--- config.mk ---
export PLATFORM = sky130hd
export DESIGN_NAME = xbh_host
export DESIGN_NICKNAME = d
export VERILOG_FILES = /design/src/xbh_pkg.sv /design/src/xbh_host.sv /design/src/xbh_sync.sv
export SDC_FILE = /design/constraint.sdc
export NUM_CORES = 1
export LEC_CHECK = 0
export ABC_AREA = 1
export BUFFER_PORTS_ARGS = -buffer_cell sky130_fd_sc_hd__buf_2
export CELL_PAD_IN_SITES_DETAIL_PLACEMENT = 1
export CELL_PAD_IN_SITES_GLOBAL_PLACEMENT = 1
export CORE_AREA = 5 5 116 118
export CTS_CLUSTER_DIAMETER = 150
export CTS_CLUSTER_SIZE = 20
export DETAILED_ROUTE_END_ITERATION = 8
export DIE_AREA = 0 0 121 123
export PLACE_DENSITY = 0.76
export SLEW_MARGIN = 25
export SYNTH_ARGS = -nofsm -noshare
export SYNTH_HDL_FRONTEND = slang
export SYNTH_SLANG_ARGS = --single-unit
--- constraint.sdc ---
create_clock -name i_sys_clk -period 2.1 [get_ports i_sys_clk]
set_input_delay 0.21 -clock i_sys_clk [delete_from_list [all_inputs] [get_ports i_sys_clk]]
set_output_delay 0.21 -clock i_sys_clk [all_outputs]
set_load 0.005 [all_outputs]
--- src/xbh_pkg.sv ---
package xbh_pkg;

    // Cycle codes carried on the three mode lines.
    localparam logic [2:0] READ_CYCLE_0 = 3'h0;
    localparam logic [2:0] READ_CYCLE_1 = 3'h1;
    localparam logic [2:0] READ_CYCLE_2 = 3'h2;
    localparam logic [2:0] BUS_RESET_CYCLE = 3'h3;
    localparam logic [2:0] ADDRESS_CYCLE_0 = 3'h4;
    localparam logic [2:0] ADDRESS_CYCLE_1 = 3'h5;
    localparam logic [2:0] ADDRESS_CYCLE_2 = 3'h6;
    localparam logic [2:0] DATA_WRITE_CYCLE = 3'h7;

    // Field positions inside the first address byte and the mode code.
    localparam int CAT_MSB = 3;
    localparam int MODE_ADDR_BIT = 2;

    // Reset values of the pin-facing registers and of the placed-address count.
    localparam logic [2:0] MODE_RST = 3'h0;
    localparam logic [7:0] DATA_RST = 8'h00;
    localparam logic [1:0] ADDR_DONE_RST = 2'h0;

    // Number of address cycles that each category uses.
    localparam logic [1:0] CNT_ONE = 2'h1;
    localparam logic [1:0] CNT_TWO = 2'h2;
    localparam logic [1:0] CNT_THREE = 2'h3;

    // Bus timing in nanoseconds and the derived clock counts at 100 MHz.
    localparam int CLK_PERIOD_NS = 10;
    localparam int SETUP_NS = 100;
    localparam int STROBE_NS = 500;
    localparam int HOLD_NS = 100;
    localparam int RESET_WAIT_NS = 350000000;
    localparam logic [31:0] SETUP_CYC = 32'((SETUP_NS + CLK_PERIOD_NS - 1) / CLK_PERIOD_NS);
    localparam logic [31:0] STROBE_CYC = 32'((STROBE_NS + CLK_PERIOD_NS - 1) / CLK_PERIOD_NS);
    localparam logic [31:0] HOLD_CYC = 32'((HOLD_NS + CLK_PERIOD_NS - 1) / CLK_PERIOD_NS);
    localparam logic [31:0] RESET_WAIT_CYC = 32'((RESET_WAIT_NS + CLK_PERIOD_NS - 1) / CLK_PERIOD_NS);

    // Cycle engine states.
    typedef enum logic [4:0] {
        ST_IDLE = 5'b00001,
        ST_SETUP = 5'b00010,
        ST_STROBE = 5'b00100,
        ST_HOLD = 5'b01000,
        ST_WAIT = 5'b10000
    } xbh_state_t;

endpackage

--- src/xbh_host.sv ---
`timescale 1ns/1ps

module xbh_host #(
    parameter logic [31:0] RESET_WAIT_CYC = xbh_pkg::RESET_WAIT_CYC
) (
    // Clock and reset.
    input wire logic i_sys_clk,
    input wire logic i_arst_n,
    // Command port: one bus cycle per accepted legal command; an accepted illegal command gets only an error response.
    input wire logic i_cmd_valid,
    input wire logic [2:0] i_cmd_mode,
    input wire logic [7:0] i_cmd_data,
    output logic o_cmd_ready,
    // Response port.
    output logic o_rsp_valid,
    output logic o_rsp_err,
    output logic [7:0] o_rsp_data,
    // Bus pins.
    output logic [2:0] o_mode_lines,
    output logic o_cycle_strobe_n,
    output logic [7:0] o_bus_data,
    output logic o_bus_data_oe,
    input wire logic [7:0] i_bus_data,
    input wire logic i_attention_request_n,
    // Status.
    output logic o_attention,
    output logic o_reset_done
);

    xbh_pkg::xbh_state_t state_q;
    logic [31:0] cnt_q;
    logic [2:0] mode_q;
    logic [7:0] data_q;
    logic oe_q;
    logic strobe_n_q;
    logic ready_q;
    logic rsp_valid_q;
    logic rsp_err_q;
    logic [7:0] rsp_data_q;
    logic reset_done_q;
    logic [1:0] addr_done_q;
    logic [1:0] cat_cnt_q;
    logic attention_q;
    logic [7:0] data_sync;
    logic att_sync_n;

    // Pin inputs pass two flops before any use.
    xbh_sync #(.WIDTH(8), .RST_VAL(xbh_pkg::DATA_RST)) u_data_sync (
        .i_sys_clk(i_sys_clk),
        .i_arst_n(i_arst_n),
        .i_d(i_bus_data),
        .o_q(data_sync)
    );
    xbh_sync #(.WIDTH(1), .RST_VAL(1'b1)) u_att_sync (
        .i_sys_clk(i_sys_clk),
        .i_arst_n(i_arst_n),
        .i_d(i_attention_request_n),
        .o_q(att_sync_n)
    );

    // Command decode and acceptance checks.
    wire accept = i_cmd_valid && ready_q && (state_q == xbh_pkg::ST_IDLE);
    wire is_reset = (i_cmd_mode == xbh_pkg::BUS_RESET_CYCLE);
    wire is_addr = i_cmd_mode[xbh_pkg::MODE_ADDR_BIT] && (i_cmd_mode != xbh_pkg::DATA_WRITE_CYCLE);
    wire is_addr0 = (i_cmd_mode == xbh_pkg::ADDRESS_CYCLE_0);
    wire [1:0] addr_idx = i_cmd_mode[1:0];
    wire drives = i_cmd_mode[xbh_pkg::MODE_ADDR_BIT];
    wire [3:0] cat = i_cmd_data[xbh_pkg::CAT_MSB:0];
    // Address cycles per category.
    wire [1:0] cat_cnt = (!cat[3]) ? xbh_pkg::CNT_THREE :
                         (cat[3:1] == 3'h4) ? xbh_pkg::CNT_THREE :
                         (cat[3:1] == 3'h5) ? xbh_pkg::CNT_ONE :
                         (cat == 4'hc) ? xbh_pkg::CNT_TWO :
                         (cat == 4'hd) ? xbh_pkg::CNT_THREE : xbh_pkg::CNT_ONE;
    // Later address bytes only within the category and in order, or any byte already placed alone again.
    wire addr_ok = is_addr0 || ((addr_idx < cat_cnt_q) && (addr_idx <= addr_done_q));
    wire data_ok = (addr_done_q != xbh_pkg::ADDR_DONE_RST);
    wire legal = is_reset || (reset_done_q && (is_addr ? addr_ok : data_ok));
    wire start = accept && legal;
    wire cnt_zero = (cnt_q == 32'h0);
    wire [1:0] addr_next = (addr_idx + 2'h1 > addr_done_q) ? 2'(addr_idx + 2'h1) : addr_done_q;

    // Cycle engine state.
    always_ff @(posedge i_sys_clk or negedge i_arst_n) begin
        if (!i_arst_n) begin
            state_q <= xbh_pkg::ST_IDLE;
            cnt_q <= 32'h0;
        end else begin
            unique case (state_q)
                xbh_pkg::ST_IDLE: begin
                    if (start) begin
                        state_q <= xbh_pkg::ST_SETUP;
                        cnt_q <= xbh_pkg::SETUP_CYC - 32'h1;
                    end
                end
                xbh_pkg::ST_SETUP: begin
                    cnt_q <= cnt_q - 32'h1;
                    if (cnt_zero) begin
                        state_q <= xbh_pkg::ST_STROBE;
                        cnt_q <= xbh_pkg::STROBE_CYC - 32'h1;
                    end
                end
                xbh_pkg::ST_STROBE: begin
                    cnt_q <= cnt_q - 32'h1;
                    if (cnt_zero) begin
                        state_q <= xbh_pkg::ST_HOLD;
                        cnt_q <= xbh_pkg::HOLD_CYC - 32'h1;
                    end
                end
                xbh_pkg::ST_HOLD: begin
                    cnt_q <= cnt_q - 32'h1;
                    if (cnt_zero && mode_q == xbh_pkg::BUS_RESET_CYCLE) begin
                        state_q <= xbh_pkg::ST_WAIT;
                        cnt_q <= RESET_WAIT_CYC - 32'h1;
                    end else if (cnt_zero) begin
                        state_q <= xbh_pkg::ST_IDLE;
                    end
                end
                xbh_pkg::ST_WAIT: begin
                    cnt_q <= cnt_q - 32'h1;
                    if (cnt_zero) begin
                        state_q <= xbh_pkg::ST_IDLE;
                    end
                end
            endcase
        end
    end

    // Mode and data stay stable from setup through hold around the strobe.
    wire done = cnt_zero && ((state_q == xbh_pkg::ST_HOLD && mode_q != xbh_pkg::BUS_RESET_CYCLE) ||
                             state_q == xbh_pkg::ST_WAIT);
    always_ff @(posedge i_sys_clk or negedge i_arst_n) begin
        if (!i_arst_n) begin
            mode_q <= xbh_pkg::MODE_RST;
            data_q <= xbh_pkg::DATA_RST;
            oe_q <= 1'b0;
            strobe_n_q <= 1'b1;
        end else begin
            if (start) begin
                mode_q <= i_cmd_mode;
                data_q <= drives ? i_cmd_data : xbh_pkg::DATA_RST;
                oe_q <= drives;
            end else if (state_q == xbh_pkg::ST_HOLD && cnt_zero) begin
                oe_q <= 1'b0;
            end
            strobe_n_q <= !((state_q == xbh_pkg::ST_SETUP && cnt_zero) ||
                            (state_q == xbh_pkg::ST_STROBE && !cnt_zero));
        end
    end

    // Responses, read sampling and sequence bookkeeping.
    always_ff @(posedge i_sys_clk or negedge i_arst_n) begin
        if (!i_arst_n) begin
            ready_q <= 1'b0;
            rsp_valid_q <= 1'b0;
            rsp_err_q <= 1'b0;
            rsp_data_q <= xbh_pkg::DATA_RST;
            reset_done_q <= 1'b0;
            addr_done_q <= xbh_pkg::ADDR_DONE_RST;
            cat_cnt_q <= xbh_pkg::CNT_ONE;
            attention_q <= 1'b0;
        end else begin
            ready_q <= (state_q == xbh_pkg::ST_IDLE) ? !start : done;
            rsp_valid_q <= done || (accept && !legal);
            rsp_err_q <= accept && !legal;
            attention_q <= !att_sync_n;
            if (state_q == xbh_pkg::ST_STROBE && cnt_zero) begin
                rsp_data_q <= oe_q ? xbh_pkg::DATA_RST : data_sync;
            end
            if (start && is_reset) begin
                reset_done_q <= 1'b1;
                addr_done_q <= xbh_pkg::ADDR_DONE_RST;
            end else if (start && is_addr0) begin
                cat_cnt_q <= cat_cnt;
                addr_done_q <= 2'h1;
            end else if (start && is_addr) begin
                addr_done_q <= addr_next;
            end
        end
    end

    assign o_cmd_ready = ready_q;
    assign o_rsp_valid = rsp_valid_q;
    assign o_rsp_err = rsp_err_q;
    assign o_rsp_data = rsp_data_q;
    assign o_mode_lines = mode_q;
    assign o_cycle_strobe_n = strobe_n_q;
    assign o_bus_data = data_q;
    assign o_bus_data_oe = oe_q;
    assign o_attention = attention_q;
    assign o_reset_done = reset_done_q;

    // Checks on the pin sequencing and command policy.
    localparam int HOLD_WIN = 12;

    a_mode_stable: assert property (@(posedge i_sys_clk) disable iff (!i_arst_n)
        !o_cycle_strobe_n && !$past(o_cycle_strobe_n) |-> $stable(o_mode_lines))
        else $error("mode lines changed during strobe");
    a_read_release: assert property (@(posedge i_sys_clk) disable iff (!i_arst_n)
        !o_cycle_strobe_n && !o_mode_lines[2] |-> !o_bus_data_oe)
        else $error("host drives data in a read or reset cycle");
    a_addr_drive: assert property (@(posedge i_sys_clk) disable iff (!i_arst_n)
        !o_cycle_strobe_n && o_mode_lines[2] |-> o_bus_data_oe && $stable(o_bus_data))
        else $error("address or write data not driven steadily");
    a_strobe_width: assert property (@(posedge i_sys_clk) disable iff (!i_arst_n)
        $fell(o_cycle_strobe_n) |-> !o_cycle_strobe_n [*8])
        else $error("strobe pulse too short");
    a_refuse_early: assert property (@(posedge i_sys_clk) disable iff (!i_arst_n)
        accept && !reset_done_q && !is_reset |=> o_rsp_err && o_rsp_valid && o_cmd_ready)
        else $error("command before bus reset not refused");
    a_addr_count: assert property (@(posedge i_sys_clk) disable iff (!i_arst_n)
        $fell(o_cycle_strobe_n) && o_mode_lines[2] && o_mode_lines != 3'h7 && o_mode_lines != 3'h4
        |-> o_mode_lines[1:0] < cat_cnt_q)
        else $error("address cycle beyond category length");
    a_data_after_addr: assert property (@(posedge i_sys_clk) disable iff (!i_arst_n)
        $fell(o_cycle_strobe_n) && (o_mode_lines == 3'h7 || o_mode_lines < 3'h3) |-> addr_done_q != 2'h0)
        else $error("data cycle with no address placed");
    a_rsp_after: assert property (@(posedge i_sys_clk) disable iff (!i_arst_n)
        $rose(o_cycle_strobe_n) && o_mode_lines != 3'h3 |-> ##[1:HOLD_WIN] o_rsp_valid && !o_rsp_err)
        else $error("no response after read or write cycle");
    a_attention: assert property (@(posedge i_sys_clk) disable iff (!i_arst_n)
        $fell(att_sync_n) |=> o_attention)
        else $error("attention request not reported");

    c_read: cover property (@(posedge i_sys_clk) disable iff (!i_arst_n)
        $fell(o_cycle_strobe_n) && o_mode_lines == 3'h0);
    c_write: cover property (@(posedge i_sys_clk) disable iff (!i_arst_n)
        $fell(o_cycle_strobe_n) && o_mode_lines == 3'h7);
    c_reset: cover property (@(posedge i_sys_clk) disable iff (!i_arst_n)
        $fell(o_cycle_strobe_n) && o_mode_lines == 3'h3);
    c_abbrev: cover property (@(posedge i_sys_clk) disable iff (!i_arst_n)
        start && i_cmd_mode == 3'h6 && addr_done_q == 2'h3);

endmodule // xbh_host

--- src/xbh_sync.sv ---
`timescale 1ns/1ps

// Two-flop synchroniser for pins that arrive from outside the clock domain.
module xbh_sync #(
    parameter int WIDTH = 1,
    parameter logic [WIDTH-1:0] RST_VAL = '0
) (
    // Clock and reset.
    input wire logic i_sys_clk,
    input wire logic i_arst_n,
    // Asynchronous input and its synchronised copy.
    input wire logic [WIDTH-1:0] i_d,
    output logic [WIDTH-1:0] o_q
);

    logic [WIDTH-1:0] meta_q;

    // The first stage is read only by the second stage.
    always_ff @(posedge i_sys_clk or negedge i_arst_n) begin
        if (!i_arst_n) begin
            meta_q <= RST_VAL;
            o_q <= RST_VAL;
        end else begin
            meta_q <= i_d;
            o_q <= meta_q;
        end
    end

endmodule // xbh_sync

## After elaboration in Yosys (flattened, before gate mapping)

Index checks and enable logic that the tools add are counted.

- Add/sub/neg operators: 2
- Magnitude comparators: 3
- Equal/unequal tests: 17
- Mux-type cells: 26
- Bitwise logic cells: 1
- Reduce and logical (&&, ||, !) cells: 35

Operators with widths:

| kind | number |
|---|---|
| one-hot mux 32 bit (5 select lines) | 1 |
| 2-to-1 mux 32 bit | 4 |
| logical NOT 32 bit | 1 |
| subtractor 32 x 1 -> 32 bit, second input constant | 1 |
| 2-to-1 mux 5 bit | 5 |
| one-hot mux 5 bit (5 select lines) | 1 |
| 2-to-1 mux 2 bit | 9 |
| logical AND 1 bit | 17 |
| 2-to-1 mux 8 bit | 2 |
| == test 3 bit, second input constant | 3 |
| == test 4 bit, second input constant | 2 |
| == test 3 x 2 -> 1 bit, second input constant | 2 |
| != test 2 bit, second input constant | 3 |
| nonzero test 3 bit | 2 |
| == test 5 x 1 -> 1 bit, second input constant | 1 |
| == test 5 x 2 -> 1 bit, second input constant | 1 |
| == test 5 x 3 -> 1 bit, second input constant | 1 |
| == test 5 x 4 -> 1 bit, second input constant | 1 |
| == test 5 bit, second input constant | 1 |
| logical NOT 1 bit | 5 |
| logical OR 1 bit | 5 |
| 2-to-1 mux 1 bit | 4 |
| AND reduction 2 bit | 2 |
| nonzero test 2 bit | 2 |
| 8 further kinds | 8 |

- Register bits after elaboration: 85
- Input port bits: 23
- Output and inout port bits: 26
- Logic and storage cells: 102

## Depth between registers and ports, before layout

- Depth after elaboration: 11
- Mapped depth: 15
- Gate-level depth less buffers: 15

## By module

From an unflattened synthesis, not the netlist that was laid out.

- Cells, all modules: 652
- Area, all modules: 4997.3 um2

By module, submodules not included:

| module | times used | cells an instance | area an instance (um2) | seq. area each (um2) |
|---|---|---|---|---|
| xbh_host | 1 | 634 | 4544.4 | 1680.4 |
| xbh_sync (u_data_sync) | 1 | 16 | 400.4 | 400.4 |
| xbh_sync (u_att_sync) | 1 | 2 | 52.6 | 52.6 |

## Worst setup path after synthesis

OpenSTA, ideal clock, no wires.

- Kind: register -> register
- From: reg cnt_q[0]
- To: reg cnt_q[12]
- Setup time: 0.135 ns
- Data arrival time: 1.645 ns
- Data required time: 1.965 ns
- Setup slack: 0.320 ns
- Cell stages (with the launch flop): 12
- Path buffers: 2
- Clock period less this slack: 1.780 ns
- Path through: dfrtp_1 -> inv_1 -> ha_1 -> nand2_4 -> nor2_8 -> nand2_4 -> nor2_8 -> buf_6 -> inv_2 -> buf_6 -> o211ai_1 -> nand4_1

- Word-level cells in the longest chain between the ends: 4
- Elaborated cells between the ends (all ways): 7
- Those cells by class: 1 x add/sub; 4 x mux; 2 x reduce/logical

Ends and longest elaborated chain:

| item | RTL line | source |
|---|---|---|
| start: declaration | xbh_host.sv:31 | `logic [31:0] cnt_q;` |
| start signal: assignment | xbh_host.sv:93 | `cnt_q <= xbh_pkg::SETUP_CYC - 32'h1;` |
| start signal: assignment | xbh_host.sv:97 | `cnt_q <= cnt_q - 32'h1;` |
| start signal: assignment | xbh_host.sv:100 | `cnt_q <= xbh_pkg::STROBE_CYC - 32'h1;` |
| parallel branches: the longest is 3 deep, another holds subtractor 32 x 1 -> 32 bit | - |  |
| one-hot mux 32 bit (5 select lines) * | xbh_host.sv:89 | `unique case (state_q)` |

Mark *: on every way between the ends.
A chain may end at the register's enable or synchronous reset.

## Worst setup path after layout

- From: reg cnt_q[0]
- To: reg cnt_q[7]

Same word-level chain as after synthesis.

==> summary by stage <==
Global route
The via count of the first global-routing pass is 5066. Global routing used 21.7% of the available tracks. The layer with the highest usage is met2. In the global route stage, met2 resource usage came out at 38.4%. The initial antenna violation count is 0. The wire length of the first global-routing pass is 25.6 mm.

The total overflow reported by the global router is 0. Global routing consumed, on the met3 layer, 4.25% of the routing resources. The global routing usage on met1 is 26.6%. The largest net degree at the start of global routing is 52.

Drt
The first-iteration detailed-routing DRC count is 247. The total via count after detailed routing is 4574. The first detailed-routing pass took 4 iterations. In the routed layout, each cell is associated on average with a via count of 5.12. In the final routed layout, each cell accounts on average for 16.7 µm.

The count of antenna-violating nets left after detailed routing is 0. The number of remaining DRC errors is 0. For this block, the routed nets add up to 15.0 mm of wire.

Critical path
For this run, the slowest stage of the critical path takes 0.38 ns. The cell count of the worst reg-to-reg path is 11. The critical path contains buffers and inverters numbering 2 combined.

The worst flop-to-flop path startpoint is cnt_q[0]. STA puts the critical path data required time at 2.32 ns. The worst setup path is captured at a register. The data arrival time at the worst-slack endpoint is 2.22 ns. The slowest cell on the critical path is dfrtp_1. The category of the most critical setup path is register to register. The total stage count of the critical path is 11. The maximum fanout count along the critical path is 8. The nature of the critical path startpoint is a register. Grouping stages by cell kind, the critical path spends the most delay in simple AND/OR/NAND/NOR gates.

The signal on the critical path passes through inv_1 -> ha_1 -> nand2_4 -> nor2_8 -> nand2_4 -> nor2_8 -> a21oi_1 -> nor2_2 -> inv_2 -> nand2_1 -> nand3_1. The worst setup path startpoint is cnt_q[0].

Floorplanning
The floorplan step set the die height to 123 µm. During I/O placement, the number of pins put on the boundary was 49. The standard-cell row count is 41. The floorplan die area is 14900 µm². The core region is 12400 µm².

In this run the horizontal extent of the chip is 121 µm. The initial utilization of the core area, before any placement, comes to 39.0%.

Logic synthesis
The net count after synthesis is 656. The Yosys warning count is 0. The cell count after synthesis is 625. The distinct cell type count after synthesis is 36. The sequential share of the synthesized area is 44.3%. The average cell area after synthesis is 7.71 µm². The post-synthesis instance area is 4820 µm². The total of flip-flops plus latches after synthesis is 85.

Timing
At the pin with the least slew margin, the transition time is 0.659 ns. The worst path uses 95.0% of the clock period. The final worst clock skew is 0.00839 ns. The number of pins with negative max-slew slack in the final report is 0. On the final layout, the worst hold slack is 0.122 ns.

The final hold violation count is 0. Measured against its own limit, the worst slew margin works out to 56.1%. Static timing analysis puts the maximum clock frequency at 501 MHz. Setup violations remaining at the end of the flow were counted as 0. The final critical path time including I/O delays and setup is 2.00 ns.

CTS
The root buffer cell chosen for the clock tree is clkbuf_16. The TritonCTS clock tree is yes. For the worst-skew pair, the clock arrives at the later sink with an insertion delay of 0.35 ns. The clock tree synthesis step divided the H-tree into 3 levels. TritonCTS created 9 clock buffers. The maximum buffer depth of the clock tree is 2. The clock transition at the registers of the reported paths is 0.07 ns. CTS saw 85 sinks.

Power
The leakage power total is 3.14 nW. The maximum vdd drop is 355 µV. The power density over the cells is 618 nW/µm². Total power for the finished layout comes to 3.67 mW.

Final layout
The signed area change from the synthesized netlist to the final layout is 23.3%. The number of standard cells in the final layout excluding fillers is 894. The count of filler cells inserted in the layout is 1535.

The number of diodes is 0. The post-route netlist has 19.9% of its cells at a drive strength greater than 1. The final net count is 748.

Run
Max-cap violations in this run came to 0.

Place
During placement, the flow inserted port buffers numbering 48. The routability-driven placement congestion ratio is 0.873. The post-DP HPWL is 11.0 mm. The cell count after placement is 857.

Min path
Along the worst hold path, the cell count comes to 3. The startpoint identified for the worst hold timing path is i_cmd_data[5]. The min-delay analysis places its worst path in the category primary input to register.

Outcome
The flow ran to the end, and the final reports show no timing, DRC or antenna violations.
==> state kept, by name (all words and copies together), names as in the netlist <==
name / count
addr_done_q: 2
cat_cnt_q: 2
cnt_q: 32
o_attention: 1
o_bus_data: 8
o_bus_data_oe: 1
o_cmd_ready: 1
o_cycle_strobe_n: 1
o_mode_lines: 3
o_reset_done: 1
o_rsp_data: 8
o_rsp_err: 1
o_rsp_valid: 1
state_q: 5
u_att_sync.meta_q: 1
u_att_sync.o_q: 1
u_data_sync.meta_q: 8
u_data_sync.o_q: 8
==> cell usage after synthesis <==
library cell | instances | area (µm²)
o21ai_0 | 38 | 190
nand3b_1 | 5 | 37.5
nor2_1 | 88 | 330
nand4_1 | 20 | 125
nand2_2 | 5 | 31.3
xor2_1 | 15 | 131
a21oi_1 | 8 | 40.0
a211oi_1 | 1 | 7.51
o21bai_1 | 4 | 30.0
nor3_1 | 5 | 25.0
clkbuf_1 | 2 | 7.51
o221ai_1 | 1 | 8.76
dfrtp_1 | 80 | 2000
nor2_8 | 2 | 40.0
nor4_1 | 1 | 6.26
clkinv_1 | 2 | 7.51
ha_1 | 8 | 100
buf_4 | 3 | 22.5
nand2_4 | 4 | 45.0
nor2_2 | 10 | 62.6
and2_1 | 1 | 6.26
nor2_4 | 4 | 45.0
o211ai_1 | 4 | 30.0
nand3_1 | 52 | 260
inv_2 | 5 | 18.8
nand2_1 | 166 | 623
buf_6 | 3 | 33.8
dfstp_2 | 5 | 131
nand4_2 | 1 | 12.5
o21ai_1 | 7 | 35.0
nand3_2 | 1 | 10.0
o211ai_2 | 5 | 62.6
inv_1 | 56 | 210
xnor2_1 | 5 | 43.8
o2111ai_1 | 2 | 17.5
buf_2 | 6 | 30.0
==> worst min-delay path, cell delays in order <==
cell	delay, ns
buf_2	0.10
nand2_1	0.05
o21ai_0	0.07
==> per-stage QoR <==
stage / utilization [%] / instance area, µm² / TNS, ns / setup WS, ns
3_3_place_gp: 43.6 / 5390 / 0 / 0.191
4_1_cts: 47.3 / 5840 / 0 / 0.0761
5_1_grt: 48.1 / 5940 / -0.125 / -0.0496
3_5_place_dp: 43.6 / 5390 / 0 / 0.0878
6_report: 48.1 / 5940 / 0 / 0.105
2_1_floorplan: - / 4820 / 0 / 0.320
==> metal layers <==
metal / share of wire (%) / wire length (µm)
met3: 3.7 / 555
met5: 0 / 0
met4: 1.7 / 252
met2: 51 / 7620
met1: 44 / 6530
==> layout make-up <==
class,count,area [µm²],share of cell area [%]
Multi-Input combinational cell,463,2370,39.8
Clock inverter,5,106,1.79
Inverter,63,239,4.02
Clock buffer,11,243,4.08
Sequential cell,85,2130,35.9
Timing Repair Buffer,95,641,10.8
Tap cell,172,215,3.62
==> final timing paths <==
path,end,slack [ns]
max reg2reg,cnt_q[7],0.10
min reg2reg,u_data_sync.o_q[3],0.35
min in group asynchronous,o_rsp_data[1],0.42
max in group asynchronous,cnt_q[17],1.07
min,o_bus_data[5],0.12
max,cnt_q[7],0.10
==> logic make-up after synthesis <==
kind of cell / synth area share, %
xor gates and xnor gates: 3.63
and+or+nand+nor: 34.4
buffers and inverters: 6.85
adders and majority gates: 2.08
AOI/OAI and AO/OA: 8.75
DFF: 44.3
==> report_power, final <==
group / total, mW / leakage [nW] / internal [mW] / switching, mW
Combinational: 0.114 / 1.89 / 0.0454 / 0.0683
Sequential: 1.66 / 1.08 / 1.66 / 0.00552
Clock: 1.90 / 0.166 / 1.20 / 0.698
==> layout by cell type, fill, tap and decap left out, types with 5 or more instances in the layout <==
cell type,synthesis,routed
a21oi_1,8,8
buf_2,6,47
buf_4,3,35
clkbuf_16,0,9
dfrtp_1,80,80
dfstp_2,5,5
dlygate4sd3_1,0,10
ha_1,8,8
inv_1,56,56
nand2_1,166,166
nand2_2,5,5
nand3_1,52,52
nand3b_1,5,5
nand4_1,20,20
nor2_1,88,86
nor2_2,10,11
nor2_4,4,5
nor3_1,5,5
o211ai_2,5,5
o21ai_0,38,38
o21ai_1,7,7
xnor2_1,5,5
xor2_1,15,15
==> timing repair <==
action,4_1_cts,5_1_grt
gates resized for setup,0,6
hold endpoints to repair,53,0
buffers inserted,0,11
hold buffers,10,0
setup endpoints to repair,0,19
Power figures use the tool's default switching activity.
